$ cat src/design/tfw_pkg.sv
// Package of constants for the track format writer.
// Overview of operation
// RULE_01 - Host uses 128, 256, 512, 1024-byte sectors
// RULE_02 - Standard layouts: FM 128, MFM 256 bytes
// RULE_03 - Byte F7 writes the two CRC bytes
// RULE_04 - MFM byte F5 writes mark A1
// RULE_05 - MFM byte F6 writes mark C2
// RULE_06 - ID field: FE, track, side, sector, length, CRC
// RULE_07 - Data field: FB, data, CRC request
// RULE_08 - Length code 00 is 128, 01 is 256
// RULE_09 - Gap after ID has exact byte counts
// RULE_10 - Other gaps have minimum filler counts
// RULE_11 - MFM data gap: 8 zeros, exactly three marks
// RULE_12 - Host sends 4E until track completes
// RULE_13 - Build option selects host data polarity
// RULE_14 - Single-density variant ignores density select
// RULE_15 - Density select low means double density
// RULE_16 - CRC polynomial x16+x12+x5+1
package tfw_pkg;
	localparam logic [7:0]  CRC_REQ_BYTE  = 8'hF7;
	localparam logic [7:0]  MFM_A1_REQ    = 8'hF5;
	localparam logic [7:0]  MFM_C2_REQ    = 8'hF6;
	localparam logic [7:0]  MFM_A1_BYTE   = 8'hA1;
	localparam logic [7:0]  MFM_C2_BYTE   = 8'hC2;
	localparam logic [7:0]  IDX_MARK      = 8'hFC;
	localparam logic [7:0]  ID_MARK       = 8'hFE;
	localparam logic [7:0]  DATA_MARK     = 8'hFB;
	localparam logic [7:0]  DEL_MARK      = 8'hF8;
	localparam logic [7:0]  FM_FILL       = 8'hFF;
	localparam logic [7:0]  MFM_FILL      = 8'h4E;
	localparam logic [15:0] CRC_POLY      = 16'h1021;
	localparam logic [15:0] CRC_INIT      = 16'hFFFF;
	localparam logic [15:0] CRC_MFM_PRE   = 16'hCDB4;
	localparam logic [7:0]  FM_IDX_CLK    = 8'hD7;
	localparam logic [7:0]  FM_AM_CLK     = 8'hC7;
	localparam logic [7:0]  FM_DATA_CLK   = 8'hFF;
	localparam logic [7:0]  ZERO_BYTE     = 8'h00;
	localparam int          BYTE_BITS     = 8;
	typedef enum logic [1:0] {TFW_IDLE, TFW_BYTE, TFW_CRC_HI, TFW_CRC_LO} tfw_state_type;
endpackage : tfw_pkg

$ cat src/design/tfw_crc16.sv
// CRC-16 byte update step for the track format writer.
`timescale 1ns/1ps
module tfw_crc16 (
	// Running value and byte in
	input  wire logic [15:0] crc_i,
	input  wire logic [7:0]  data_i,
	// Updated value
	output logic      [15:0] crc_o
);
	always_comb begin
		logic [15:0] c;
		c = crc_i;
		for (int i = tfw_pkg::BYTE_BITS - 1; i >= 0; i--) begin
			if (c[15] ^ data_i[i]) begin
				c = {c[14:0], 1'b0} ^ tfw_pkg::CRC_POLY; // RULE_16
			end else begin
				c = {c[14:0], 1'b0};
			end
		end
		crc_o = c;
	end
endmodule : tfw_crc16

$ cat src/design/tfw_track_writer.sv
// Whole-track byte translator with CRC insertion for the track format writer.
`timescale 1ns/1ps
module tfw_track_writer #(
	parameter bit DATA_INVERTED = 1'b0,
	parameter bit FM_ONLY       = 1'b0
) (
	// Clock and reset
	input  wire logic       sys_clk_i,
	input  wire logic       rst_n_i,
	// Command control
	input  wire logic       track_start_i,
	input  wire logic       track_done_i,
	input  wire logic       density_select_n_i,
	// Host byte stream
	input  wire logic [7:0] host_data_lines_i,
	input  wire logic       host_valid_i,
	output logic            host_ready_o,
	// Encoded byte stream to the serialiser
	output logic [7:0]      disk_byte_o,
	output logic [7:0]      disk_clk_pat_o,
	output logic            disk_missing_clk_o,
	output logic            disk_valid_o,
	input  wire logic       disk_ready_i,
	// Status
	output logic            busy_o,
	output logic            mfm_mode_o,
	output logic            completion_interrupt_o
);
	tfw_pkg::tfw_state_type state_r;
	tfw_pkg::tfw_state_type state_nxt;
	logic [15:0]            crc_r;
	logic [15:0]            crc_nxt;
	logic [15:0]            crc_upd;
	logic [15:0]            crc_seed;
	logic [7:0]             byte_r;
	logic [7:0]             byte_nxt;
	logic [7:0]             clk_r;
	logic [7:0]             clk_nxt;
	logic                   miss_r;
	logic                   miss_nxt;
	logic                   valid_r;
	logic                   valid_nxt;
	logic                   mfm_r;
	logic                   mfm_nxt;
	logic                   irq_r;
	logic                   irq_nxt;
	logic                   dens_s1_r;
	logic                   dens_s2_r;
	logic [7:0]             host_byte;
	logic [7:0]             crc_in;
	logic                   take;
	logic                   emit_free;
	logic                   is_crc_req;
	logic                   is_a1_req;
	logic                   is_c2_req;
	logic                   is_fm_idx;
	logic                   is_fm_am;

	// The density pin is asynchronous, so it is resynchronised first.
	always_ff @(posedge sys_clk_i) begin
		if (!rst_n_i) begin
			dens_s1_r <= 1'b1;
			dens_s2_r <= 1'b1;
		end else begin
			dens_s1_r <= density_select_n_i;
			dens_s2_r <= dens_s1_r;
		end
	end

	assign host_byte = DATA_INVERTED ? ~host_data_lines_i : host_data_lines_i; // RULE_13
	assign emit_free = !valid_r || disk_ready_i;
	assign take      = (state_r == tfw_pkg::TFW_BYTE) && host_valid_i && emit_free && !track_done_i;
	assign host_ready_o = (state_r == tfw_pkg::TFW_BYTE) && emit_free && !track_done_i;
	assign crc_in    = host_byte;

	assign is_crc_req = (host_byte == tfw_pkg::CRC_REQ_BYTE);
	assign is_a1_req  = mfm_r && (host_byte == tfw_pkg::MFM_A1_REQ);
	assign is_c2_req  = mfm_r && (host_byte == tfw_pkg::MFM_C2_REQ);
	assign is_fm_idx  = !mfm_r && (host_byte == tfw_pkg::IDX_MARK);
	assign is_fm_am   = !mfm_r && (host_byte == tfw_pkg::ID_MARK || host_byte == tfw_pkg::DATA_MARK
		|| host_byte == tfw_pkg::DEL_MARK);
	// An FM address mark restarts the CRC, so its update starts from the preset and not from the gap bytes.
	assign crc_seed   = is_fm_am ? tfw_pkg::CRC_INIT : crc_r;

	tfw_crc16 u_crc (
		.crc_i  (crc_seed),
		.data_i (crc_in),
		.crc_o  (crc_upd)
	);

	always_comb begin
		state_nxt = state_r;
		crc_nxt   = crc_r;
		byte_nxt  = byte_r;
		clk_nxt   = clk_r;
		miss_nxt  = miss_r;
		valid_nxt = valid_r && !disk_ready_i;
		unique case (state_r)
			tfw_pkg::TFW_IDLE: begin
				if (track_start_i) begin
					crc_nxt   = tfw_pkg::CRC_INIT;
					state_nxt = tfw_pkg::TFW_BYTE;
				end
			end
			tfw_pkg::TFW_BYTE: begin
				if (take) begin
					valid_nxt = 1'b1;
					byte_nxt  = host_byte;
					clk_nxt   = tfw_pkg::FM_DATA_CLK;
					miss_nxt  = 1'b0;
					crc_nxt   = crc_upd;
					if (is_crc_req) begin
						// The request byte itself is never written, so the output slot stays empty.
						valid_nxt = 1'b0;
						crc_nxt   = crc_r;
						state_nxt = tfw_pkg::TFW_CRC_HI; // RULE_03
					end else if (is_a1_req) begin
						byte_nxt  = tfw_pkg::MFM_A1_BYTE; // RULE_04
						miss_nxt  = 1'b1;
						// Three marks always leave the same CRC, so that value is loaded at once.
						crc_nxt   = tfw_pkg::CRC_MFM_PRE;
					end else if (is_c2_req) begin
						byte_nxt  = tfw_pkg::MFM_C2_BYTE; // RULE_05
						miss_nxt  = 1'b1;
						crc_nxt   = crc_r;
					end else if (is_fm_idx) begin
						clk_nxt   = tfw_pkg::FM_IDX_CLK;
						miss_nxt  = 1'b1;
						crc_nxt   = crc_r;
					end else if (is_fm_am) begin
						clk_nxt   = tfw_pkg::FM_AM_CLK;
						miss_nxt  = 1'b1;
					end
				end
			end
			tfw_pkg::TFW_CRC_HI: begin
				if (emit_free) begin
					valid_nxt = 1'b1;
					byte_nxt  = crc_r[15:8]; // RULE_03
					clk_nxt   = tfw_pkg::FM_DATA_CLK;
					miss_nxt  = 1'b0;
					state_nxt = tfw_pkg::TFW_CRC_LO;
				end
			end
			tfw_pkg::TFW_CRC_LO: begin
				if (emit_free) begin
					valid_nxt = 1'b1;
					byte_nxt  = crc_r[7:0]; // RULE_03
					crc_nxt   = tfw_pkg::CRC_INIT;
					state_nxt = tfw_pkg::TFW_BYTE;
				end
			end
		endcase
		// The track end also cuts a pending CRC pair short, since the head has reached the index.
		if (state_r != tfw_pkg::TFW_IDLE && track_done_i) begin
			state_nxt = tfw_pkg::TFW_IDLE; // RULE_12
		end
	end

	always_ff @(posedge sys_clk_i) begin
		if (!rst_n_i) begin
			state_r <= tfw_pkg::TFW_IDLE;
			crc_r   <= tfw_pkg::CRC_INIT;
			byte_r  <= tfw_pkg::ZERO_BYTE;
			clk_r   <= tfw_pkg::ZERO_BYTE;
			miss_r  <= 1'b0;
			valid_r <= 1'b0;
		end else begin
			state_r <= state_nxt;
			crc_r   <= crc_nxt;
			byte_r  <= byte_nxt;
			clk_r   <= clk_nxt;
			miss_r  <= miss_nxt;
			valid_r <= valid_nxt;
		end
	end

	always_comb begin
		mfm_nxt = mfm_r;
		irq_nxt = irq_r;
		if (state_r == tfw_pkg::TFW_IDLE && track_start_i) begin
			// Density is latched per track; changing it mid-track would corrupt encoding.
			mfm_nxt = FM_ONLY ? 1'b0 : !dens_s2_r; // RULE_14 RULE_15
			irq_nxt = 1'b0;
		end else if (state_r != tfw_pkg::TFW_IDLE && track_done_i) begin
			irq_nxt = 1'b1; // RULE_12
		end
	end

	always_ff @(posedge sys_clk_i) begin
		if (!rst_n_i) begin
			mfm_r <= 1'b0;
			irq_r <= 1'b0;
		end else begin
			mfm_r <= mfm_nxt;
			irq_r <= irq_nxt;
		end
	end

	assign disk_byte_o            = byte_r;
	assign disk_clk_pat_o         = clk_r;
	assign disk_missing_clk_o     = miss_r;
	assign disk_valid_o           = valid_r;
	assign busy_o                 = (state_r != tfw_pkg::TFW_IDLE);
	assign mfm_mode_o             = mfm_r;
	assign completion_interrupt_o = irq_r;
endmodule : tfw_track_writer

$ cat config.mk
export PLATFORM = sky130hd
export DESIGN_NAME = tfw_track_writer
export DESIGN_NICKNAME = d
export VERILOG_FILES = /design/src/design/tfw_pkg.sv /design/src/design/tfw_crc16.sv /design/src/design/tfw_track_writer.sv
export SDC_FILE = /design/constraint.sdc
export NUM_CORES = 1
export LEC_CHECK = 0
export BUFFER_PORTS_ARGS = -buffer_cell sky130_fd_sc_hd__buf_2
export CORE_MARGIN = 3
export CORE_UTILIZATION = 35
export DETAILED_ROUTE_END_ITERATION = 16
export SLEW_MARGIN = 20
export SYNTH_ARGS = -nofsm -noshare
export SYNTH_HDL_FRONTEND = slang
export SYNTH_SLANG_ARGS = --single-unit
$ cat constraint.sdc
create_clock -name sys_clk_i -period 6.3 [get_ports sys_clk_i]
set_input_delay 1.26 -clock sys_clk_i [delete_from_list [all_inputs] [get_ports sys_clk_i]]
set_output_delay 1.26 -clock sys_clk_i [all_outputs]
set_load 0.01 [all_outputs]
# Yosys cells after proc, flatten, opt, wreduce, memory -nomap -nowiden
# Cells that the tools add are included.
# Widths: inputs -> output; s select.
[totals]
out_inout_bits = 22
regBits = 40
wordCells = 127
[classes]
bitwise_logic = 17
muxes = 50
n_eq_ne = 18
reduce_logical = 32
[op_table]
columns = ["op", "count"]
rows = [
  ["$mux 16", 8],
  ["$mux 13", 8],
  ["$mux 8", 8],
  ["$eq 8x8->1 const B", 7],
  ["$pmux 16 s3", 1],
  ["$mux 6", 5],
  ["$not 3->3", 8],
  ["$pmux 8 s3", 1],
  ["$pmux 8 s2", 1],
  ["$logic_and 1x1->1", 12],
  ["$ne 2x2->1 const B", 6],
  ["$mux 1", 10],
  ["$mux 2", 5],
  ["$pmux 2 s4", 1],
  ["$xor 1x1->1", 8],
  ["$reduce_and 7->1", 1],
  ["$ne 3x3->1 const B", 2],
  ["$reduce_bool 3->1", 2],
  ["$reduce_or 2->1", 3],
  ["$logic_not 1->1", 5],
  ["$reduce_and 5->1", 1],
  ["$eq 2x2->1 const B", 2],
  ["$pmux 1 s2", 2],
  ["$reduce_and 4->1", 1],
  ["other kinds (6)", 9],
]

# Longest topological paths before layout
[depth]
word_depth = 27
mapped_depth = 10

# Hierarchy
# Synthesis repeated with hierarchy kept, for this count alone.
[unflattened]
hier_cells = 263
area_unflattened_um2 = 2411.1
[by_module_without_submodules]
columns = ["module", "n_inst", "cells_each", "area_each_um2"]
rows = [
  ["tfw_track_writer", 1, 238, 2023.2],
  ["tfw_crc16", 1, 25, 387.9],
]

# Worst setup path before layout
# No wires, ideal clock.
[synth_timing]
path_kind = "input -> output"
start = "in disk_ready_i"
end = "out host_ready_o"
path_slack_ns = 3.410
stages = 3
t_arrival_ns = 1.630
cell_sequence = "nand2b_1 > nand2_1 > nor2_1"
[synth_via]
elab_chain_cells = 3
[synth_lines]
columns = ["item", "line_no", "rtl"]
rows = [
  ["start: declaration", "tfw_track_writer.sv:23", "input wire logic disk_ready_i,"],
  ["$logic_or 1x1->1", "tfw_track_writer.sv:71", "assign emit_free = !valid_r || disk_ready_i;"],
  ["$logic_and 1x1->1 (2 in a row)", "tfw_track_writer.sv:73", "assign host_ready_o = (state_r == tfw_pkg::TFW_BYTE) && emit_free && !track_done_i;"],
  ["end: declaration", "tfw_track_writer.sv:17", "output logic host_ready_o,"],
]
# No other way between the ends.

# Worst setup path after layout
# Ends and elaborated chain as after synthesis.

==> qor.yml <==
multi_input_comb_area_um2: 1660
grt_pass1_vias: 2181
synthAdderAreaFrac_pct: 3.30
outcome: "complete, no violations"
final_common_cell: "buf_2"
cts.clk_slew.worst_paths_ns: 0.07
post_cts_resized: 0
place_area_um2: 2700
ys_seq_area_share_pct: 27.2
finalHoldViolCount: 0
grt_pass1_wl_um: 11100
start_util_pct: 36.9
fill_cells: 731
min_to: "dens_s2_r"
ys_ff_latch: 35
diodes: 0
root_buffer: "clkbuf_8"
synthSimpleGateAreaFrac_pct: 20.7
critPathBufInv: 2
reg2reg_to: "disk_byte_o[7]"
worstHoldStart: "dens_s1_r"
grt_max_degree: 21
relSlewSlack_pct: 41.8
nets: 349
r2r_cells: 7
via_per_inst: 5.61
crit_path_end_kind: "output pin"
final_cells: 425
clkLatencyLatePin_ns: 0.30
slowest_stage: "nand2b_1"
register_area_um2: 701
num_rows: 30
criticalPathCategory: "in -> out"
finalSetupViolCount: 0
core_area_um2: 6980
port_buffers: 36
synthXorXnorAreaFrac_pct: 10.2
path_delay_family: "simple AND/OR/NAND/NOR gates"
r2r_start: "state_r[0]"
io_pins: 37
cap_violations: 0
synth_area_um2: 2580
area_growth_pct: 8.93
synth_edf_count: 0
cts-htree-levels: 2
leakage_nw: 1.11
min_path_cells: 1
synth_flop_cell: "dfxtp_1"
clock-sinks: 35
required_ns: 5.04
synth_top_family_by_area: "compound AO/OA/AOI/OAI gates"
die_x_um: 91.8
tritoncts: "done"
mostFrequentLayoutCells: "buf_2 (36), dfxtp_1 (35), nor2_1 (34)"
finalSetupTns_ns: 0
cp_cell_sequence: "buf_2 > nand2b_1 > nand2_1 > nor2_1 > buf_2"
fin_area_um2: 2810
async_flop_share_pct: 0
synthCells: 313
num_vias: 2383
grt-ovfl-total: 0
die_y_um: 91.8
startpoint_type: "primary input"
whs_ns: 0.425
avgRoutedWirePerCell_um: 16.2
synth-compound-area-share_pct: 28.0
rsz0062_at_grt: "no"
maxSlewViolCount: 0
cts_made_buffers: 5
dieArea_um2: 8430
p_per_area_nw_per_um2: 381
drt_iter0_drc: 217
finalCritPeriodShare_pct: 49.0
clock_skew_ns: 0.00805
grt.total_usage_pct: 16.4
drt-pass1-iter-count: 8
yosysWarnings: 0
clockBufferDepth: 2
cp_max_fo: 5
cts_setup_buffers: 0
muxShareOfSynthArea_pct: 2.09
gp_congestion: 0.896
dp_hpwl_um: 5020
tightestPinTransition_ns: 0.869
synth_cell_types: 64
cts_hold_buf: 0
max_freq_ghz: 0.324
hp-class: "reg -> reg"
ff2ff_setup_slack_ns: 3.65
cp.arrival_ns: 1.83
cpPeakStageDelay_ns: 0.17
routed_wl_um: 6880
synth_area_per_cell_um2: 8.23
min_period_ns: 3.09
irDropWorstVdd_mv: 0.142
drc_errors: 0
crit_top_cell: "buf_2"
antenna_found_initial: 0
place_inst: 417
drtAntennaViolNets: 0
syn-num-nets: 334
drive_gt1_share_pct: 19.8
sequential cells by signal, summed over array words and instances (netlist names):
register / cells
crc_r: 16
disk_byte_o: 8
disk_clk_pat_o: 3
state_r: 2
completion_interrupt_o: 1
dens_s1_r: 1
dens_s2_r: 1
disk_missing_clk_o: 1
disk_valid_o: 1
mfm_mode_o: 1
metal layers:
metal	up-vias	global-route usage [%]	share of wire, %
met5	-	0	0
met2	82	24.7	43
met4	0	6.81	2.4
met1	1124	22.8	47
met3	15	3.20	7.6
li1	1162	-	-
layout make-up:
cell class	instances	area share, %
inverter	10	1.34
timing repair buffer	36	6.42
clock inverter	3	1.56
tap	96	4.28
clock buffer	5	2.45
sequential	35	25.0
multi-input combinational	240	59.0
power breakdown:
part           internal, mW  switching, mW
clock network         0.118         0.0925
logic                 0.222          0.305
registers             0.280         0.0533
logic make-up (layout without fill, tap and decap cells):
| group | Yosys count | after routing |
|---|---|---|
| buffers and inverters | 38 | 54 |
| AOI/OAI and AO/OA | 99 | 99 |
| xor gates and xnor gates | 30 | 30 |
| muxes | 5 | 5 |
| and+or+nand+nor | 99 | 99 |
| DFF | 35 | 35 |
| adders and majority gates | 7 | 7 |
cells in the mapped netlist (4+ instances only):
master | n | area (um^2)
nor3_1 | 4 | 20.0
buf_6 | 6 | 67.6
inv_1 | 10 | 37.5
o22ai_1 | 4 | 25.0
clkbuf_1 | 10 | 37.5
o211ai_1 | 4 | 30.0
dfxtp_1 | 35 | 701
buf_2 | 5 | 25.0
nor2_1 | 34 | 128
o21a_1 | 4 | 30.0
buf_4 | 7 | 52.6
a311oi_1 | 9 | 78.8
nand2_1 | 17 | 63.8
xor2_1 | 16 | 140
ha_1 | 6 | 75.1
a21oi_1 | 13 | 65.1
xnor2_1 | 14 | 123
o22a_1 | 7 | 61.3
a31oi_1 | 6 | 37.5
o21ai_0 | 17 | 85.1
nand2b_1 | 7 | 43.8
nor2b_1 | 8 | 50.1
a22oi_1 | 10 | 75.1
worst max-delay path by stage:
stage / startpoint / to / cells past startpoint
floorplan: disk_ready_i / host_ready_o / 3
global placement: host_data_lines_i[7] / crc_r[5] / 7
detailed placement: host_data_lines_i[7] / crc_r[5] / 7
CTS: disk_ready_i / host_ready_o / 5
global route: disk_ready_i / host_ready_o / 5
finish: disk_ready_i / host_ready_o / 5
stage by stage:
step / setup WS [ns] / utilization, % / total power [mW]
2_1_floorplan: 3.41 / - / 0.742
3_3_place_gp: 3.18 / 38.6 / 0.860
3_5_place_dp: 3.19 / 38.6 / 0.863
4_1_cts: 3.22 / 40.2 / 1.08
5_1_grt: 3.14 / 40.2 / 1.15
6_report: 3.21 / 40.2 / 1.07
Power figures use the tool's default switching activity.
